<file path="src/selftest_defs.vh">
/*
 * Constants for the built-in test selector and indicator block:
 * selection codes, test numbers, display timing.
 * Assumes inclusion by bare name from the design files.
 */
`ifndef SELFTEST_DEFS_VH
`define SELFTEST_DEFS_VH

// Selection code: bit 0 is position 1, ON reads as 0
`define SEL_NORMAL        6'h00
`define SEL_CHECKSUM      6'h02
`define SEL_MEMORY        6'h03
`define SEL_TIMER         6'h04
`define SEL_SERIAL        6'h05
`define SEL_SWITCH        6'h08
`define SEL_CHECKSUM_SIG  6'h22
`define SEL_MEMORY_SIG    6'h23
`define SEL_TIMER_SIG     6'h24
`define SEL_SERIAL_SIG    6'h25
`define SEL_FREE_RUN      6'h3F

`define TNUM_CHECKSUM     4'h2
`define TNUM_MEMORY       4'h3
`define TNUM_TIMER        4'h4
`define TNUM_SERIAL       4'h5
`define FAULT_PASS        4'h0

// Modes
`define MODE_NORMAL       3'h0
`define MODE_SELFTEST     3'h1
`define MODE_SIG_CS       3'h2
`define MODE_SIG_DTR      3'h3
`define MODE_FREE_RUN     3'h4
`define MODE_SWITCH       3'h5

`define CLK_HZ            100000000
`define PHASE_TIME_MS     2000
`define PHASE_CYCLES      (`CLK_HZ / 1000 * `PHASE_TIME_MS)
`define SYS_CLK_HZ        2500000
`define SYS_DIV_HALF      (`CLK_HZ / `SYS_CLK_HZ / 2)

`endif

</file>
<file path="src/builtin_test_selector_display.v">
/*
 * Built-in test selector: decodes the six-way test switch pack at reset,
 * runs the lamp-test and result display, and produces analyser gate,
 * window and sample strobes in signature modes.
 * Assumes switch, strobe and gate inputs synchronous to clk; the test
 * engines outside supply the fault code and its valid flag.
 */
`timescale 1ns/1ps
`include "selftest_defs.vh"

// Contract
// - All LEDs on 2 s, off 2 s
// - Left nibble test number, right nibble fault
// - Code 02 selects checksum test, number 2
// - Code 03 selects memory test, number 3
// - Code 04 selects timer test, number 4
// - Code 05 selects serial test, number 5
// - Position 6 OFF selects signature variant, no LEDs
// - All switches ON runs normal program
// - Chip select rise starts, fall stops window
// - Terminal-ready fall starts, rise stops window
// - Top address falls gate; strobe falling samples
// - One common 2.5 MHz system clock
// - Power-on or button reset restarts selection
// - Invalid pattern enters switch echo test
// - Pass shows zero fault code
module builtin_test_selector_display
#(
  parameter PHASE_CYCLES = `PHASE_CYCLES
)
(
  input  wire       clk,
  input  wire       rst_n,
  input  wire       power_on_reset,
  input  wire       manual_reset_button,
  input  wire [5:0] test_select_switch_pack,
  input  wire [3:0] fault_code,
  input  wire       fault_valid,
  input  wire       switch_port_chip_select,
  input  wire       serial_ctrl_terminal_ready_a,
  input  wire       top_address_line,
  input  wire       read_strobe,
  output reg  [7:0] led,
  output reg  [2:0] mode,
  output reg  [3:0] test_number,
  output reg        system_reset,
  output reg        system_clock,
  output reg        sig_window,
  output reg        sig_start,
  output reg        sig_stop,
  output reg        sig_sample
);

  localparam ST_RESET = 2'h0;
  localparam ST_LAMP  = 2'h1;
  localparam ST_DARK  = 2'h2;
  localparam ST_SHOW  = 2'h3;

  reg [1:0]  state;
  reg [31:0] phase_cnt;
  reg [7:0]  sys_div;
  reg        btn_prev;
  wire       cs_rise;
  wire       cs_fall;
  wire       dtr_rise;
  wire       dtr_fall;
  wire       adr_rise;
  wire       adr_fall;
  wire       rd_rise;
  wire       rd_fall;
  wire       restart;

  // Switch ON pulls the line low, so the pack reads the code directly
  function [2:0] decode_mode;
    input [5:0] code;
    begin
      case (code)
        `SEL_NORMAL:                      decode_mode = `MODE_NORMAL;
        `SEL_CHECKSUM, `SEL_MEMORY,
        `SEL_TIMER, `SEL_SERIAL:          decode_mode = `MODE_SELFTEST;
        `SEL_CHECKSUM_SIG, `SEL_MEMORY_SIG: decode_mode = `MODE_SIG_CS;
        `SEL_TIMER_SIG, `SEL_SERIAL_SIG:  decode_mode = `MODE_SIG_DTR;
        `SEL_FREE_RUN:                    decode_mode = `MODE_FREE_RUN;
        default:                          decode_mode = `MODE_SWITCH;
      endcase
    end
  endfunction

  function [3:0] decode_tnum;
    input [5:0] code;
    begin
      case (code[4:0])
        5'h02:   decode_tnum = `TNUM_CHECKSUM;
        5'h03:   decode_tnum = `TNUM_MEMORY;
        5'h04:   decode_tnum = `TNUM_TIMER;
        5'h05:   decode_tnum = `TNUM_SERIAL;
        default: decode_tnum = 4'h0;
      endcase
    end
  endfunction

  function [7:0] show_value;
    input [2:0] md;
    input [3:0] tnum;
    input       valid;
    input [3:0] code;
    input [5:0] pack;
    begin
      case (md)
        `MODE_SELFTEST: show_value = {tnum, valid ? code : `FAULT_PASS};
        `MODE_SWITCH:   show_value = {2'b00, pack};
        default:        show_value = 8'h00;
      endcase
    end
  endfunction

  assign restart = power_on_reset | (manual_reset_button & ~btn_prev);

  gate_edge_detect u_cs (.clk(clk), .rst_n(rst_n), .sig(switch_port_chip_select),
                         .rise(cs_rise), .fall(cs_fall));
  gate_edge_detect u_dtr (.clk(clk), .rst_n(rst_n), .sig(serial_ctrl_terminal_ready_a),
                          .rise(dtr_rise), .fall(dtr_fall));
  gate_edge_detect u_adr (.clk(clk), .rst_n(rst_n), .sig(top_address_line),
                          .rise(adr_rise), .fall(adr_fall));
  gate_edge_detect u_rd (.clk(clk), .rst_n(rst_n), .sig(read_strobe),
                         .rise(rd_rise), .fall(rd_fall));

  // Single divider feeds processor, serial and timer alike
  always @(posedge clk)
  begin
    if (!rst_n)
    begin
      sys_div      <= 8'h00;
      system_clock <= 1'b0;
    end
    else if ({24'h000000, sys_div} == `SYS_DIV_HALF - 1)
    begin
      sys_div      <= 8'h00;
      system_clock <= ~system_clock;
    end
    else
      sys_div <= sys_div + 8'h01;
  end

  always @(posedge clk)
  begin
    if (!rst_n)
    begin
      state        <= ST_RESET;
      phase_cnt    <= 32'h0;
      btn_prev     <= 1'b0;
      mode         <= `MODE_NORMAL;
      test_number  <= 4'h0;
      led          <= 8'h00;
      system_reset <= 1'b1;
    end
    else
    begin
      btn_prev     <= manual_reset_button;
      system_reset <= 1'b0;
      if (restart)
      begin
        state        <= ST_RESET;
        system_reset <= 1'b1;
        led          <= 8'h00;
      end
      else
      begin
        case (state)
          ST_RESET:
          begin
            // Mode and test number sampled once, so changing them needs a reset
            mode        <= decode_mode(test_select_switch_pack);
            test_number <= decode_tnum(test_select_switch_pack);
            phase_cnt   <= 32'h0;
            if (decode_mode(test_select_switch_pack) == `MODE_SELFTEST ||
                decode_mode(test_select_switch_pack) == `MODE_SWITCH)
            begin
              state <= ST_LAMP;
              led   <= 8'hFF;
            end
            else
            begin
              state <= ST_SHOW;
              led   <= 8'h00;
            end
          end
          ST_LAMP:
          begin
            if (phase_cnt == PHASE_CYCLES - 1)
            begin
              phase_cnt <= 32'h0;
              state     <= ST_DARK;
              led       <= 8'h00;
            end
            else
              phase_cnt <= phase_cnt + 32'h1;
          end
          ST_DARK:
          begin
            if (phase_cnt == PHASE_CYCLES - 1)
            begin
              phase_cnt <= 32'h0;
              state     <= ST_SHOW;
              // Result loaded here, else the dark phase lasts one cycle too long
              led       <= show_value(mode, test_number, fault_valid, fault_code,
                                      test_select_switch_pack);
            end
            else
              phase_cnt <= phase_cnt + 32'h1;
          end
          ST_SHOW:
          begin
            led <= show_value(mode, test_number, fault_valid, fault_code,
                              test_select_switch_pack);
          end
          default:
            state <= ST_RESET;
        endcase
      end
    end
  end

  // Analyser gating and sample strobes
  always @(posedge clk)
  begin
    if (!rst_n || restart)
    begin
      sig_window <= 1'b0;
      sig_start  <= 1'b0;
      sig_stop   <= 1'b0;
      sig_sample <= 1'b0;
    end
    else
    begin
      sig_start  <= 1'b0;
      sig_stop   <= 1'b0;
      sig_sample <= 1'b0;
      if (state == ST_SHOW)
      begin
        case (mode)
          `MODE_SIG_CS:
          begin
            if (cs_rise)
            begin
              sig_start  <= 1'b1;
              sig_window <= 1'b1;
            end
            else if (cs_fall && sig_window)
            begin
              sig_stop   <= 1'b1;
              sig_window <= 1'b0;
            end
            sig_sample <= rd_rise & sig_window;
          end
          `MODE_SIG_DTR:
          begin
            if (dtr_fall)
            begin
              sig_start  <= 1'b1;
              sig_window <= 1'b1;
            end
            else if (dtr_rise && sig_window)
            begin
              sig_stop   <= 1'b1;
              sig_window <= 1'b0;
            end
            sig_sample <= rd_rise & sig_window;
          end
          `MODE_FREE_RUN:
          begin
            // Same edge both opens and closes, so the window toggles
            if (adr_fall)
            begin
              sig_start  <= ~sig_window;
              sig_stop   <= sig_window;
              sig_window <= ~sig_window;
            end
            sig_sample <= rd_fall & sig_window;
          end
          default:
            sig_window <= 1'b0;
        endcase
      end
    end
  end

endmodule

</file>
<file path="src/gate_edge_detect.v">
/*
 * Edge detector used for analyser gating and strobe edges.
 * Assumes the input is already synchronous to clk.
 */
`timescale 1ns/1ps
`include "selftest_defs.vh"

module gate_edge_detect
(
  input  wire clk,
  input  wire rst_n,
  input  wire sig,
  output reg  rise,
  output reg  fall
);

  reg prev;

  always @(posedge clk)
  begin
    if (!rst_n)
    begin
      // Seeded from the pin so an idle-high line shows no false edge after reset
      prev <= sig;
      rise <= 1'b0;
      fall <= 1'b0;
    end
    else
    begin
      prev <= sig;
      rise <= sig & ~prev;
      fall <= ~sig & prev;
    end
  end

endmodule

</file>
<file path="config.mk">
export PLATFORM = sky130hd
export DESIGN_NAME = builtin_test_selector_display
export DESIGN_NICKNAME = d
export VERILOG_FILES = /design/src/builtin_test_selector_display.v /design/src/gate_edge_detect.v
export VERILOG_INCLUDE_DIRS = /design/src
export SDC_FILE = /design/constraint.sdc
export NUM_CORES = 1
export LEC_CHECK = 0
export BUFFER_PORTS_ARGS = -buffer_cell sky130_fd_sc_hd__buf_2
export CORE_MARGIN = 10
export CORE_UTILIZATION = 37
export CTS_CLUSTER_DIAMETER = 150
export DETAILED_ROUTE_END_ITERATION = 10
export PLACE_DENSITY = 0.62
export SKIP_LAST_GASP = 1
export SYNTH_ARGS = -nofsm -noshare
export SYNTH_HDL_FRONTEND = slang
export SYNTH_SLANG_ARGS = --single-unit
</file>
<file path="constraint.sdc">
create_clock -name clk -period 2.11 [get_ports clk]
set_input_delay 0.3165 -clock clk [delete_from_list [all_inputs] [get_ports clk]]
set_output_delay 0.3165 -clock clk [all_outputs]
set_load 0.01 [all_outputs]
</file>
* Word level (Yosys, flattened, before mapping)
Cells that the tools add are included.
** Storage, ports and cells
- Bits in registers :: 75
- Input bits :: 19
- Output and inout bits :: 21
- Word-level logic and storage cells :: 137
** Cells by class
- $add $sub $neg :: 2
- Eq/ne operators :: 30
- Multiplexer cells :: 35
- Bitwise gates (word level) :: 24
- Reductions and logical operators :: 22
** Operators with widths (count)
- 32-bit case mux with 2 select lines :: 1
- 32-bit by 1-bit adder with 32-bit output, second input constant :: 1
- 32-bit by 28-bit equality test with 1-bit output, second input constant :: 1
- 32-bit 2-to-1 mux :: 1
- 8-bit case mux with 4 select lines :: 1
- 6-bit equality test, second input constant :: 5
- 8-bit 2-to-1 mux :: 3
- 8-bit case mux with 2 select lines :: 1
- 3-bit case mux with 5 select lines :: 1
- 1-bit 2-to-1 mux :: 14
- 2-bit OR reduction :: 7
- 1-bit NOT :: 13
- 6-bit by 2-bit equality test with 1-bit output, second input constant :: 2
- 6-bit by 3-bit equality test with 1-bit output, second input constant :: 2
- 3-bit case mux with 4 select lines :: 1
- 1-bit AND :: 10
- 5-bit by 2-bit equality test with 1-bit output, second input constant :: 2
- 5-bit by 3-bit equality test with 1-bit output, second input constant :: 2
- 3-bit equality test, second input constant :: 3
- 3-bit 2-to-1 mux :: 3
- 1-bit case mux with 3 select lines :: 3
- 8-bit by 1-bit adder with 8-bit output, second input constant :: 1
- 8-bit by 5-bit equality test with 1-bit output, second input constant :: 1
- 3-bit by 1-bit equality test with 1-bit output, second input constant :: 2
- 22 further kinds :: 32

* Longest topological paths before layout
Gate-level depths: netlist of run 1.
- Depth in word-level cells :: 10
- Mapped depth :: 8
- Gate-level depth less buffers :: 7

* Modules after synthesis
A second synthesis of run 1 with hierarchy kept.
** Unflattened totals
- Cells, all modules :: 381
- Area, all modules :: 3444.6 um^2
** By module, submodules not included
- builtin_test_selector_display :: times used 1, cells each 361, area an instance 3134.3 um^2, seq. area each 1261.2 um^2
- gate_edge_detect :: times used 4, cells each 5, area an instance 77.6 um^2, seq. area each 60.1 um^2

* Worst setup path before layout of run 1
Ideal clock, no wire load.
- Kind :: register to register
- Start :: register state[0]
- End :: register phase_cnt[31]
- Library setup time :: 0.066 ns
- Arrival time :: 1.885 ns
- Required time :: 2.044 ns
- Setup slack :: 0.158 ns
- Cell stages (with the launch flop) :: 7
- Buffers on the path :: 1
- Clock period less this slack :: 1.952 ns
- Cell sequence :: dfxtp_1 > ha_1 > buf_2 > nor4_4 > nand4_4 > or3_1 > a21oi_2
** On the way
- Longest elaborated chain between the ends :: 4
- Elaborated cells on any way between the ends :: 7
- Classes of those cells :: eq/ne: 2; mux: 1; reduce/logical: 4
** RTL lines
- start, declared :: RTL line builtin_test_selector_display.v:59 : reg [1:0] state;
- start signal, assigned :: RTL line builtin_test_selector_display.v:149 : state <= ST_RESET;
- start signal, assigned :: RTL line builtin_test_selector_display.v:163 : state <= ST_RESET;
- start signal, assigned :: RTL line builtin_test_selector_display.v:179 : state <= ST_LAMP;
- 2-bit equality test / 2-bit by 1-bit equality test with 1-bit output (equally long branches) :: RTL line builtin_test_selector_display.v:169 : case (state)
- 2-bit OR reduction (no source line)
- 2-bit nonzero test (no source line)
- 2-bit AND reduction (no source line)
- end signal, assigned :: RTL line builtin_test_selector_display.v:197 : phase_cnt <= phase_cnt + 32'h1;
- end signal, assigned :: RTL line builtin_test_selector_display.v:210 : phase_cnt <= phase_cnt + 32'h1;
- end, declared :: RTL line builtin_test_selector_display.v:60 : reg [31:0] phase_cnt;
Several ways; a longest one is shown, not always the timed one.
A chain may end at the register's enable or synchronous reset.

* Worst setup path in the final report of run 1
- Start :: register state[0]
- End :: register phase_cnt[26]
Same word-level chain as after synthesis.

==> reports/results.txt, run 1 <==
Synth cell types = 56
Max incr delay on CP = 0.45 ns
DPL Wire Length = 5955 um
Vias in the first global route = 2940
Slew margin rel. = 62.46%
Die width = 116.9 um
Quantity of gates resized following cts = 0
Final nets = 471
Initial antenna violation count = 0
Starting Density = 37.76%
Pleak = 1.499 nW
H-Tree Level Count = 3
Io pins = 40
FF+latch count, synth = 74
CTS Root Cell = clkbuf_8
Die Height = 116.9 um
Sink Count = 74
GRT overflow = 0
CP Cell Sequence = ha_1 > or3_1 > buf_4 > nor4_2 > nand4b_1 > a21oi_1
Routed wire length = 7908 um
Met2 Track Usage GR = 19.31%
Hold WC Path Type = in -> reg
CP top delay family = simple AND/OR/NAND/NOR gates
Worst-Margin Slew = 0.5623 ns
Setup TNS = 0 ns
CTS Buffer Depth = 2
Gate count after technology mapping = 396
EDFF count, synth = 0
Largest net degree at the start of global routing = 32
Top_reg_cell synth = dfxtp_1
Critical path class = reg -> reg
Final ANT Viol Nets = 0
XOR/XNOR share of the synthesized area = 6.559%
Dpl cells = 545
Global-route wire length before repair = 13640 um
Core area = 9196 um^2
Slew Limit Fails = 0
RSZ-0062 raised after global routing = no
Met3 Resource Use GR = 2.752%
Syn nets = 422
TritonCTS clock tree = done
Detailed Routing Iterations Pass 1 = 4
Cts hold-fix bufs = 0
Placement Setup Slack = 0.1679 ns
Routing usage on met1 = 15.70%
Slowest CP cell = or3_1
Wire per inst = 14.10 um
Adder-cell share of the synthesized area = 2.523%
Row cnt = 35
Drt via density = 5.317
Worst Setup End Kind = register
Setup bufs post-CTS = 0
FMAX = 505.1 MHz
Max Cap Viol = 0
Top Usage Layer GRT = met2
Worst EP arrival = 2.26 ns
Post-Syn Area per Cell = 8.768 um^2
Critical path required time = 2.39 ns
Final Hold Viols = 0
Placer Congestion = 0.8496
DRT iter0 DRCs = 168
Crit share post-route = 93.83%
Die area = 13660 um^2
Post-synthesis sequential area ratio = 42.67%
Compound-Gate Fraction of Synth Area = 12.86%
Final Setup Violations = 0
Port Buf Inserts = 38
Synth Area in Simple Gates = 30.63%
GRT Overall Usage = 12.24%
Design Power = 2.853 mW
Post-synthesis mux area share = 0.8649%
Antenna cell count = 0
Yosys Warn Count = 0
Critical path launch point type = register
DR vias = 2983
Ys async rst share = 0%
Peak VDD IR = 0.0004644 V
Clk Latency, worst-skew pair = 0.35 ns
Setup ws final = 0.1302 ns
Share of layout cells above drive strength 1 = 19.11%
Min Tclk post-route = 1.980 ns
Clk_skew = 0.01715 ns
Worst-path maximum fanout = 5
Worst path bufs/invs = 1
Synthesized area = 3472 um^2
Outcome = complete, no violations
Layout overhead on the synthesized area = 16.86%
Largest family of logic cells by synthesized area = simple AND/OR/NAND/NOR gates
Number of clock buffers inserted by TritonCTS = 9
DRC Markers = 0
Non-Filler Instances = 561
Power per cell area = 703.1 nW/um^2
Clk slew on worst S/H paths = 0.09 ns
[power breakdown]
| group | total (mW) | internal [mW] | switching [mW] |
|---|---|---|---|
| sequential | 1.46 | 1.43 | 0.0317 |
| clock | 1.15 | 0.567 | 0.583 |
| combinational | 0.241 | 0.102 | 0.139 |
[final cells by class]
class	count	area [um^2]
tap	111	138.9
timing repair buffer	53	315.3
clock buffer	9	123.9
sequential	74	1481
multi-input combinational	293	1863
inverter	14	52.55
clock inverter	7	82.58
fill	924	5139
[routing by layer]
metal | wire length (um) | vias up | share of wire, %
met5 | 0 | - | 0
met4 | 63 | 0 | 0.80
met2 | 3744 | 46 | 47
li1 | - | 1532 | -
met1 | 3703 | 1399 | 47
met3 | 396 | 6 | 5.0
[worst reg2reg max path: cells and delay by family (launching register included)]
| family | cells | cell delay [ns] |
|---|---|---|
| AOI/OAI and AO/OA | 1 | 0.15 |
| adders and majority gates | 1 | 0.27 |
| buffers and inverters | 1 | 0.18 |
| DFF | 1 | 0.36 |
| and+or+nand+nor | 3 | 0.95 |
[per-stage QoR]
| step | instance area (um^2) | utilization (%) | hold WS, ns |
|---|---|---|---|
| 6_report | 4058 | 44.12 | 0.07148 |
| 5_1_grt | 4058 | 44.12 | 0.06346 |
| 4_1_cts | 4058 | 44.12 | 0.05836 |
| 3_5_place_dp | 3851 | 41.88 | 0.3906 |
| 3_3_place_gp | 3851 | 41.88 | 0.3863 |
| 2_1_floorplan | 3472 | - | 0.3442 |
[synth_stat cells, types with 3 or more instances]
master	number	area share, %
a21oi_1	19	2.7
nor4_1	7	1.3
nor3_1	11	1.6
xnor2_1	9	2.3
nand4_1	18	3.2
and3_1	8	1.4
nor2_1	48	5.2
nand3_1	14	2.0
mux2i_1	3	0.86
or3_1	9	1.6
nor4b_1	3	0.76
nor3b_1	4	0.86
or4_1	3	0.65
a22oi_1	5	1.1
a31oi_1	4	0.72
and4_1	6	1.5
nand4b_1	5	1.3
nand2_1	35	3.8
buf_2	9	1.3
inv_1	14	1.5
clkbuf_1	3	0.32
o21ai_0	12	1.7
o221a_2	7	2.3
ha_1	7	2.5
o211ai_1	3	0.65
dfxtp_1	74	43
and2_1	6	1.1
xor2_1	17	4.3
[cell usage in the layout (no fill, tap or decap), types with 4 or more instances in the layout]
master,n
a21oi_1,19
a22oi_1,5
a31oi_1,4
and2_1,6
and3_1,8
and4_1,6
buf_2,38
buf_4,14
clkbuf_8,9
dfxtp_1,74
ha_1,7
inv_1,14
nand2_1,35
nand3_1,14
nand4_1,18
nand4b_1,5
nor2_1,48
nor3_1,11
nor3b_1,4
nor4_1,7
o21ai_0,12
o221a_2,7
or3_1,9
xnor2_1,9
xor2_1,17
[logic make-up after synthesis]
family	Yosys count
AO/OA/AOI/OAI	65
other	1
flip-flops	74
multiplexers	3
buffers and inverters	29
AND/OR/NAND/NOR	191
XOR/XNOR	26
adder cells (fa/ha/maj)	7
[flip-flops by register name, indices dropped and copies added, names as in the netlist, 2 cells and up]
register / count
sys_div: 8
state: 2
mode: 3
led: 8
test_number: 3
phase_cnt: 32
[path summary, 6_finish.rpt]
check | start | end | slack [ns] | cells past startpoint
worst min register to register | u_dtr.prev | u_dtr.rise | 0.40 | 1
worst min-delay path | top_address_line | u_adr.prev | 0.07 | 1
worst max register to register | state[0] | phase_cnt[26] | 0.13 | 6
worst max-delay path | state[0] | phase_cnt[26] | 0.13 | 6
No activity file was read; power rests on OpenSTA's default activity.
==> run 2: changes to the inputs <==
Settings changed: SKIP_CTS_REPAIR_TIMING set to 1, SYNTH_HIERARCHICAL set to 1.
==> reports/results.txt, run 2 <==
Design Power = 2.946 mW (was 2.853 mW)
Post-Syn Area per Cell = 9.013 um^2 (was 8.768 um^2)
Biggest register = phase_cnt (unchanged)
Final ANT Viol Nets = 0 (unchanged)
Die area = 13470 um^2 (was 13660 um^2)
TritonCTS clock tree = done (unchanged)
Hold WC Path Type = in -> reg (unchanged)
Routed wire length = 7285 um (was 7908 um)
Yosys Warn Count = 6 (was 0)
H-Tree Level Count = 3 (unchanged)
Synthesized area = 3416 um^2 (was 3472 um^2)
Leading cell types in the layout, fill and taps excluded = dfxtp_1 (74), nor2_1 (62), buf_2 (38) (was dfxtp_1 (74), nor2_1 (48), buf_2 (38))
Layout overhead on the synthesized area = 16.81% (was 16.86%)
GRT overflow = 0 (unchanged)
CP top delay family = simple AND/OR/NAND/NOR gates (unchanged)
Initial antenna violation count = 0 (unchanged)
Max Cap Viol = 0 (unchanged)
Slowest CP cell = or4_4 (was or3_1)
Starting Density = 37.50% (was 37.76%)
Row cnt = 35 (unchanged)
Pleak = 1.505 nW (was 1.499 nW)
CTS Root Cell = clkbuf_8 (unchanged)
Largest net degree at the start of global routing = 29 (was 32)
Critical path launch point type = register (unchanged)
Final nets = 451 (was 471)
DRC Markers = 0 (unchanged)
Share of layout cells above drive strength 1 = 18.60% (was 19.11%)
Gate count after technology mapping = 379 (was 396)
Slew Limit Fails = 0 (unchanged)
Syn nets = 405 (was 422)
Power Internal = 2.240 mW (was 2.099 mW)
Wire per inst = 13.47 um (was 14.10 um)
Min Tclk post-route = 1.987 ns (was 1.980 ns)
# fillers = 882 (was 924)
Switching share of total power = 23.97% (was 26.42%)
Critical path required time = 2.37 ns (was 2.39 ns)
Die Height = 116.1 um (was 116.9 um)
Reg power frac = 49.4% (was 51.3%)
Final Hold Viols = 0 (unchanged)
Detailed Routing Iterations Pass 1 = 5 (was 4)
Final Setup Violations = 0 (unchanged)
Placer Congestion = 0.7855 (was 0.8496)
DR vias = 2816 (was 2983)
Vias in the first global route = 2713 (was 2940)
Peak VDD IR = 0.0002598 V (was 0.0004644 V)
Die width = 116.1 um (was 116.9 um)
Max incr delay on CP = 0.53 ns (was 0.45 ns)
CP Cell Sequence = or4_4 > nor4_4 > a31o_2 > buf_4 > a21oi_1 > a311oi_1 (was ha_1 > or3_1 > buf_4 > nor4_2 > nand4b_1 > a21oi_1)
Crit share post-route = 94.19% (was 93.83%)
Clock power frac = 42.8% (was 40.3%)
CTS Buffer Depth = 2 (unchanged)
Commonest non-fill, non-tap cell in the layout = dfxtp_1 (unchanged)
GRT Overall Usage = 11.24% (was 12.24%)
Worst Setup End Kind = register (unchanged)
Worst-path maximum fanout = 4 (was 5)
Dpl cells = 525 (was 545)
Psw = 706.4 uW (was 753.9 uW)
CP Depth = 6 (unchanged)
Worst EP arrival = 2.24 ns (was 2.26 ns)
WHS Path Cells = 1 (unchanged)
Max reg flops = 32 (unchanged)
Clk_skew = 0.01018 ns (was 0.01715 ns)
Setup TNS = 0 ns (unchanged)
Drt via density = 5.205 (was 5.317)
DRT iter0 DRCs = 211 (was 168)
FMAX = 503.2 MHz (was 505.1 MHz)
Comb pwr share = 7.8% (was 8.5%)
Clk Latency, worst-skew pair = 0.35 ns (about the same)
Non-Filler Instances = 541 (was 561)
Outcome = complete, no violations (unchanged)
Io pins = 40 (unchanged)
Power per cell area = 738.4 nW/um^2 (was 703.1 nW/um^2)
DPL Wire Length = 5267 um (was 5955 um)
Critical path class = reg -> reg (unchanged)
Hold slack final = 0.06710 ns (was 0.07148 ns)
Biggest registers after layout = phase_cnt x32, led x8, sys_div x8 (unchanged)
Sink Count = 74 (unchanged)
Global-route wire length before repair = 12360 um (was 13640 um)
Clk slew on worst S/H paths = 0.08 ns (was 0.09 ns)
Port Buf Inserts = 38 (unchanged)
Number of clock buffers inserted by TritonCTS = 9 (unchanged)
Core area = 9109 um^2 (was 9196 um^2)
Worst path bufs/invs = 1 (unchanged)
RSZ-0062 raised after global routing = no (unchanged)
Reg2Reg Depth = 6 (unchanged)
Antenna cell count = 0 (unchanged)
run 2: power groups by stage:
stage	logic [mW]	clock network, mW	registers (mW)
3_3_place_gp	0.223	0	1.49
2_1_floorplan	0.144	0	1.49
5_1_grt	0.255	1.37	1.46
4_1_cts	0.231	1.30	1.46
3_5_place_dp	0.230	0	1.49
6_report	0.229	1.26	1.46
run 2: final timing paths:
check | endpoint | from | slack (ns)
worst max-delay path | state[0] | phase_cnt[26] | 0.12
worst min-delay path | u_adr/prev | top_address_line | 0.07
worst min register to register | sys_div[0] | sys_div[0] | 0.46
worst max register to register | state[0] | phase_cnt[26] | 0.12
run 2: area by class of cell:
| cell class | instances | area, um^2 | share of cell area, % |
|---|---|---|---|
| Clock buffer | 10 | 137.6 | 3.449 |
| Clock inverter | 6 | 95.09 | 2.383 |
| Timing Repair Buffer | 52 | 320.3 | 8.028 |
| Multi-Input combinational cell | 277 | 1775 | 44.50 |
| Tap cell | 111 | 138.9 | 3.481 |
| Inverter | 11 | 41.29 | 1.035 |
| Sequential cell | 74 | 1481 | 37.13 |
run 2: per-stage QoR:
step	area, um^2	util [%]	setup WS, ns
floorplan	3416	-	0.1388
global placement	3757	41.25	0.1216
global route	3990	43.80	0.01815
CTS	3990	43.80	0.05610
finish	3990	43.80	0.1226
detailed placement	3757	41.25	0.06615
run 2: metal layers:
| layer | wire [um] | global-route usage (%) |
|---|---|---|
| met4 | 91 | 5.004 |
| met5 | 0 | 0 |
| met3 | 538 | 4.037 |
| met1 | 3319 | 13.33 |
| met2 | 3336 | 17.86 |
==> run 3: changes to the inputs <==
Settings changed: ABC_CLOCK_PERIOD_IN_PS set to 2110, MAX_ROUTING_LAYER set to met4.
==> reports/results.txt, run 3 (same netlist as run 2, synthesis figures left out) <==
Antenna cell count = 0 (unchanged)
DRT iter0 DRCs = 209 (was 211)
Drt via density = 5.233 (was 5.205)
FMAX = 500.2 MHz (was 503.2 MHz)
Sink Count = 74 (unchanged)
Critical path required time = 2.37 ns (about the same)
Final ANT Viol Nets = 0 (unchanged)
Vias in the first global route = 2711 (was 2713)
Peak VDD IR = 0.0002598 V (about the same)
Clk Latency, worst-skew pair = 0.36 ns (was 0.35 ns)
Biggest register = phase_cnt (unchanged)
Share of layout cells above drive strength 1 = 18.60% (unchanged)
Routed wire length = 7304 um (was 7285 um)
Worst path bufs/invs = 1 (unchanged)
Non-Filler Instances = 541 (unchanged)
Row cnt = 35 (unchanged)
Largest net degree at the start of global routing = 29 (unchanged)
Max Cap Viol = 0 (unchanged)
Die Height = 116.1 um (unchanged)
DPL Wire Length = 5267 um (unchanged)
Core Util, Final = 43.80% (unchanged)
GRT Overall Usage = 11.53% (was 11.24%)
Port Buf Inserts = 38 (unchanged)
Final Hold Viols = 0 (unchanged)
Critical path class = reg -> reg (unchanged)
Slew Limit Fails = 0 (unchanged)
Slowest CP cell = or4_4 (unchanged)
TritonCTS clock tree = done (unchanged)
DRC Markers = 0 (unchanged)
Core area = 9109 um^2 (unchanged)
Dpl cells = 525 (unchanged)
Critical path launch point type = register (unchanged)
GRT overflow = 0 (unchanged)
Detailed Routing Iterations Pass 1 = 4 (was 5)
H-Tree Level Count = 3 (unchanged)
Min Tclk post-route = 1.999 ns (was 1.987 ns)
Clk_skew = 0.01008 ns (was 0.01018 ns)
Worst-path maximum fanout = 4 (unchanged)
Number of clock buffers inserted by TritonCTS = 9 (unchanged)
Worst Setup End Kind = register (unchanged)
Crit share post-route = 94.75% (was 94.19%)
Max reg flops = 32 (unchanged)
RSZ-0062 raised after global routing = no (unchanged)
Clk slew on worst S/H paths = 0.08 ns (about the same)
Commonest non-fill, non-tap cell in the layout = dfxtp_1 (unchanged)
FF/Latch Area = 1481 um^2 (unchanged)
Setup TNS = 0 ns (unchanged)
Area of the multi-input gates = 1775 um^2 (unchanged)
CP Cell Sequence = or4_4 > nor4_4 > a31o_2 > buf_4 > a21oi_1 > a311oi_1 (unchanged)
Final Setup Violations = 0 (unchanged)
Leading cell types in the layout, fill and taps excluded = dfxtp_1 (74), nor2_1 (62), buf_2 (38) (unchanged)
CTS Buffer Depth = 2 (unchanged)
CTS Root Cell = clkbuf_8 (unchanged)
Design Power = 2.956 mW (was 2.946 mW)
Worst EP arrival = 2.26 ns (was 2.24 ns)
Biggest registers after layout = phase_cnt x32, led x8, sys_div x8 (unchanged)
Global-route wire length before repair = 12360 um (unchanged)
Final nets = 451 (unchanged)
# fillers = 882 (unchanged)
DP Area = 3757 um^2 (unchanged)
Max incr delay on CP = 0.53 ns (about the same)
Hold WC Path Type = in -> reg (unchanged)
Layout overhead on the synthesized area = 16.81% (unchanged)
Power per cell area = 740.8 nW/um^2 (was 738.4 nW/um^2)
Die width = 116.1 um (unchanged)
Outcome = complete, no violations (unchanged)
CP top delay family = simple AND/OR/NAND/NOR gates (unchanged)
Final Cell Area = 3990 um^2 (unchanged)
Placer Congestion = 0.7964 (was 0.7855)
Die area = 13470 um^2 (unchanged)
Pleak = 1.505 nW (unchanged)
Wire per inst = 13.50 um (was 13.47 um)
Initial antenna violation count = 0 (unchanged)
Starting Density = 37.50% (unchanged)
Io pins = 40 (unchanged)
DR vias = 2831 (was 2816)
[run 3: cell counts in the layout (fill, tap and decap cells not counted)]
Identical to the previous run, type by type.
[run 3: worst reg2reg max path, stage by stage, from the launching register on]
cell and delay [ns]:
dfxtp_1 0.35, or4_4 0.53, nor4_4 0.28, a31o_2 0.27
buf_4 0.15, a21oi_1 0.07, a311oi_1 0.25
[run 3: through the flow]
step / hold slack, ns / setup WS (ns)
after detailed placement: 0.4333 / 0.06615
after global routing: 0.04921 / 0.01818
after global placement: 0.4320 / 0.1216
after floorplan: 0.3442 / 0.1388
final: 0.06182 / 0.1109
after CTS: 0.04591 / 0.05610
[run 3: where the power goes]
part	internal, mW	switching (mW)	total, mW
logic	0.0970	0.132	0.229
registers	1.43	0.0251	1.46
clock network	0.712	0.559	1.27
[run 3: layout make-up]
cell class / instances / area share [%]
Multi-Input combinational cell: 277 / 44.50
Sequential cell: 74 / 37.13
Timing Repair Buffer: 52 / 8.028
Tap cell: 111 / 3.481
Clock buffer: 10 / 3.449
Clock inverter: 6 / 2.383
Inverter: 11 / 1.035
[run 3: metal layers]
layer,share of wire (%),track usage [%]
met5,0,-
met4,1.4,5.505
met3,7.9,3.571
met2,45,17.86
met1,46,13.33
[run 3: path summary, 6_finish.rpt]
path	slack, ns	from	cells past startpoint	endpoint
hold reg to reg	0.46	sys_div[0]	1	sys_div[0]
setup / recovery	0.11	phase_cnt[26]	6	state[0]
setup reg to reg	0.11	phase_cnt[26]	6	state[0]
hold / removal	0.06	top_address_line	1	u_adr/prev
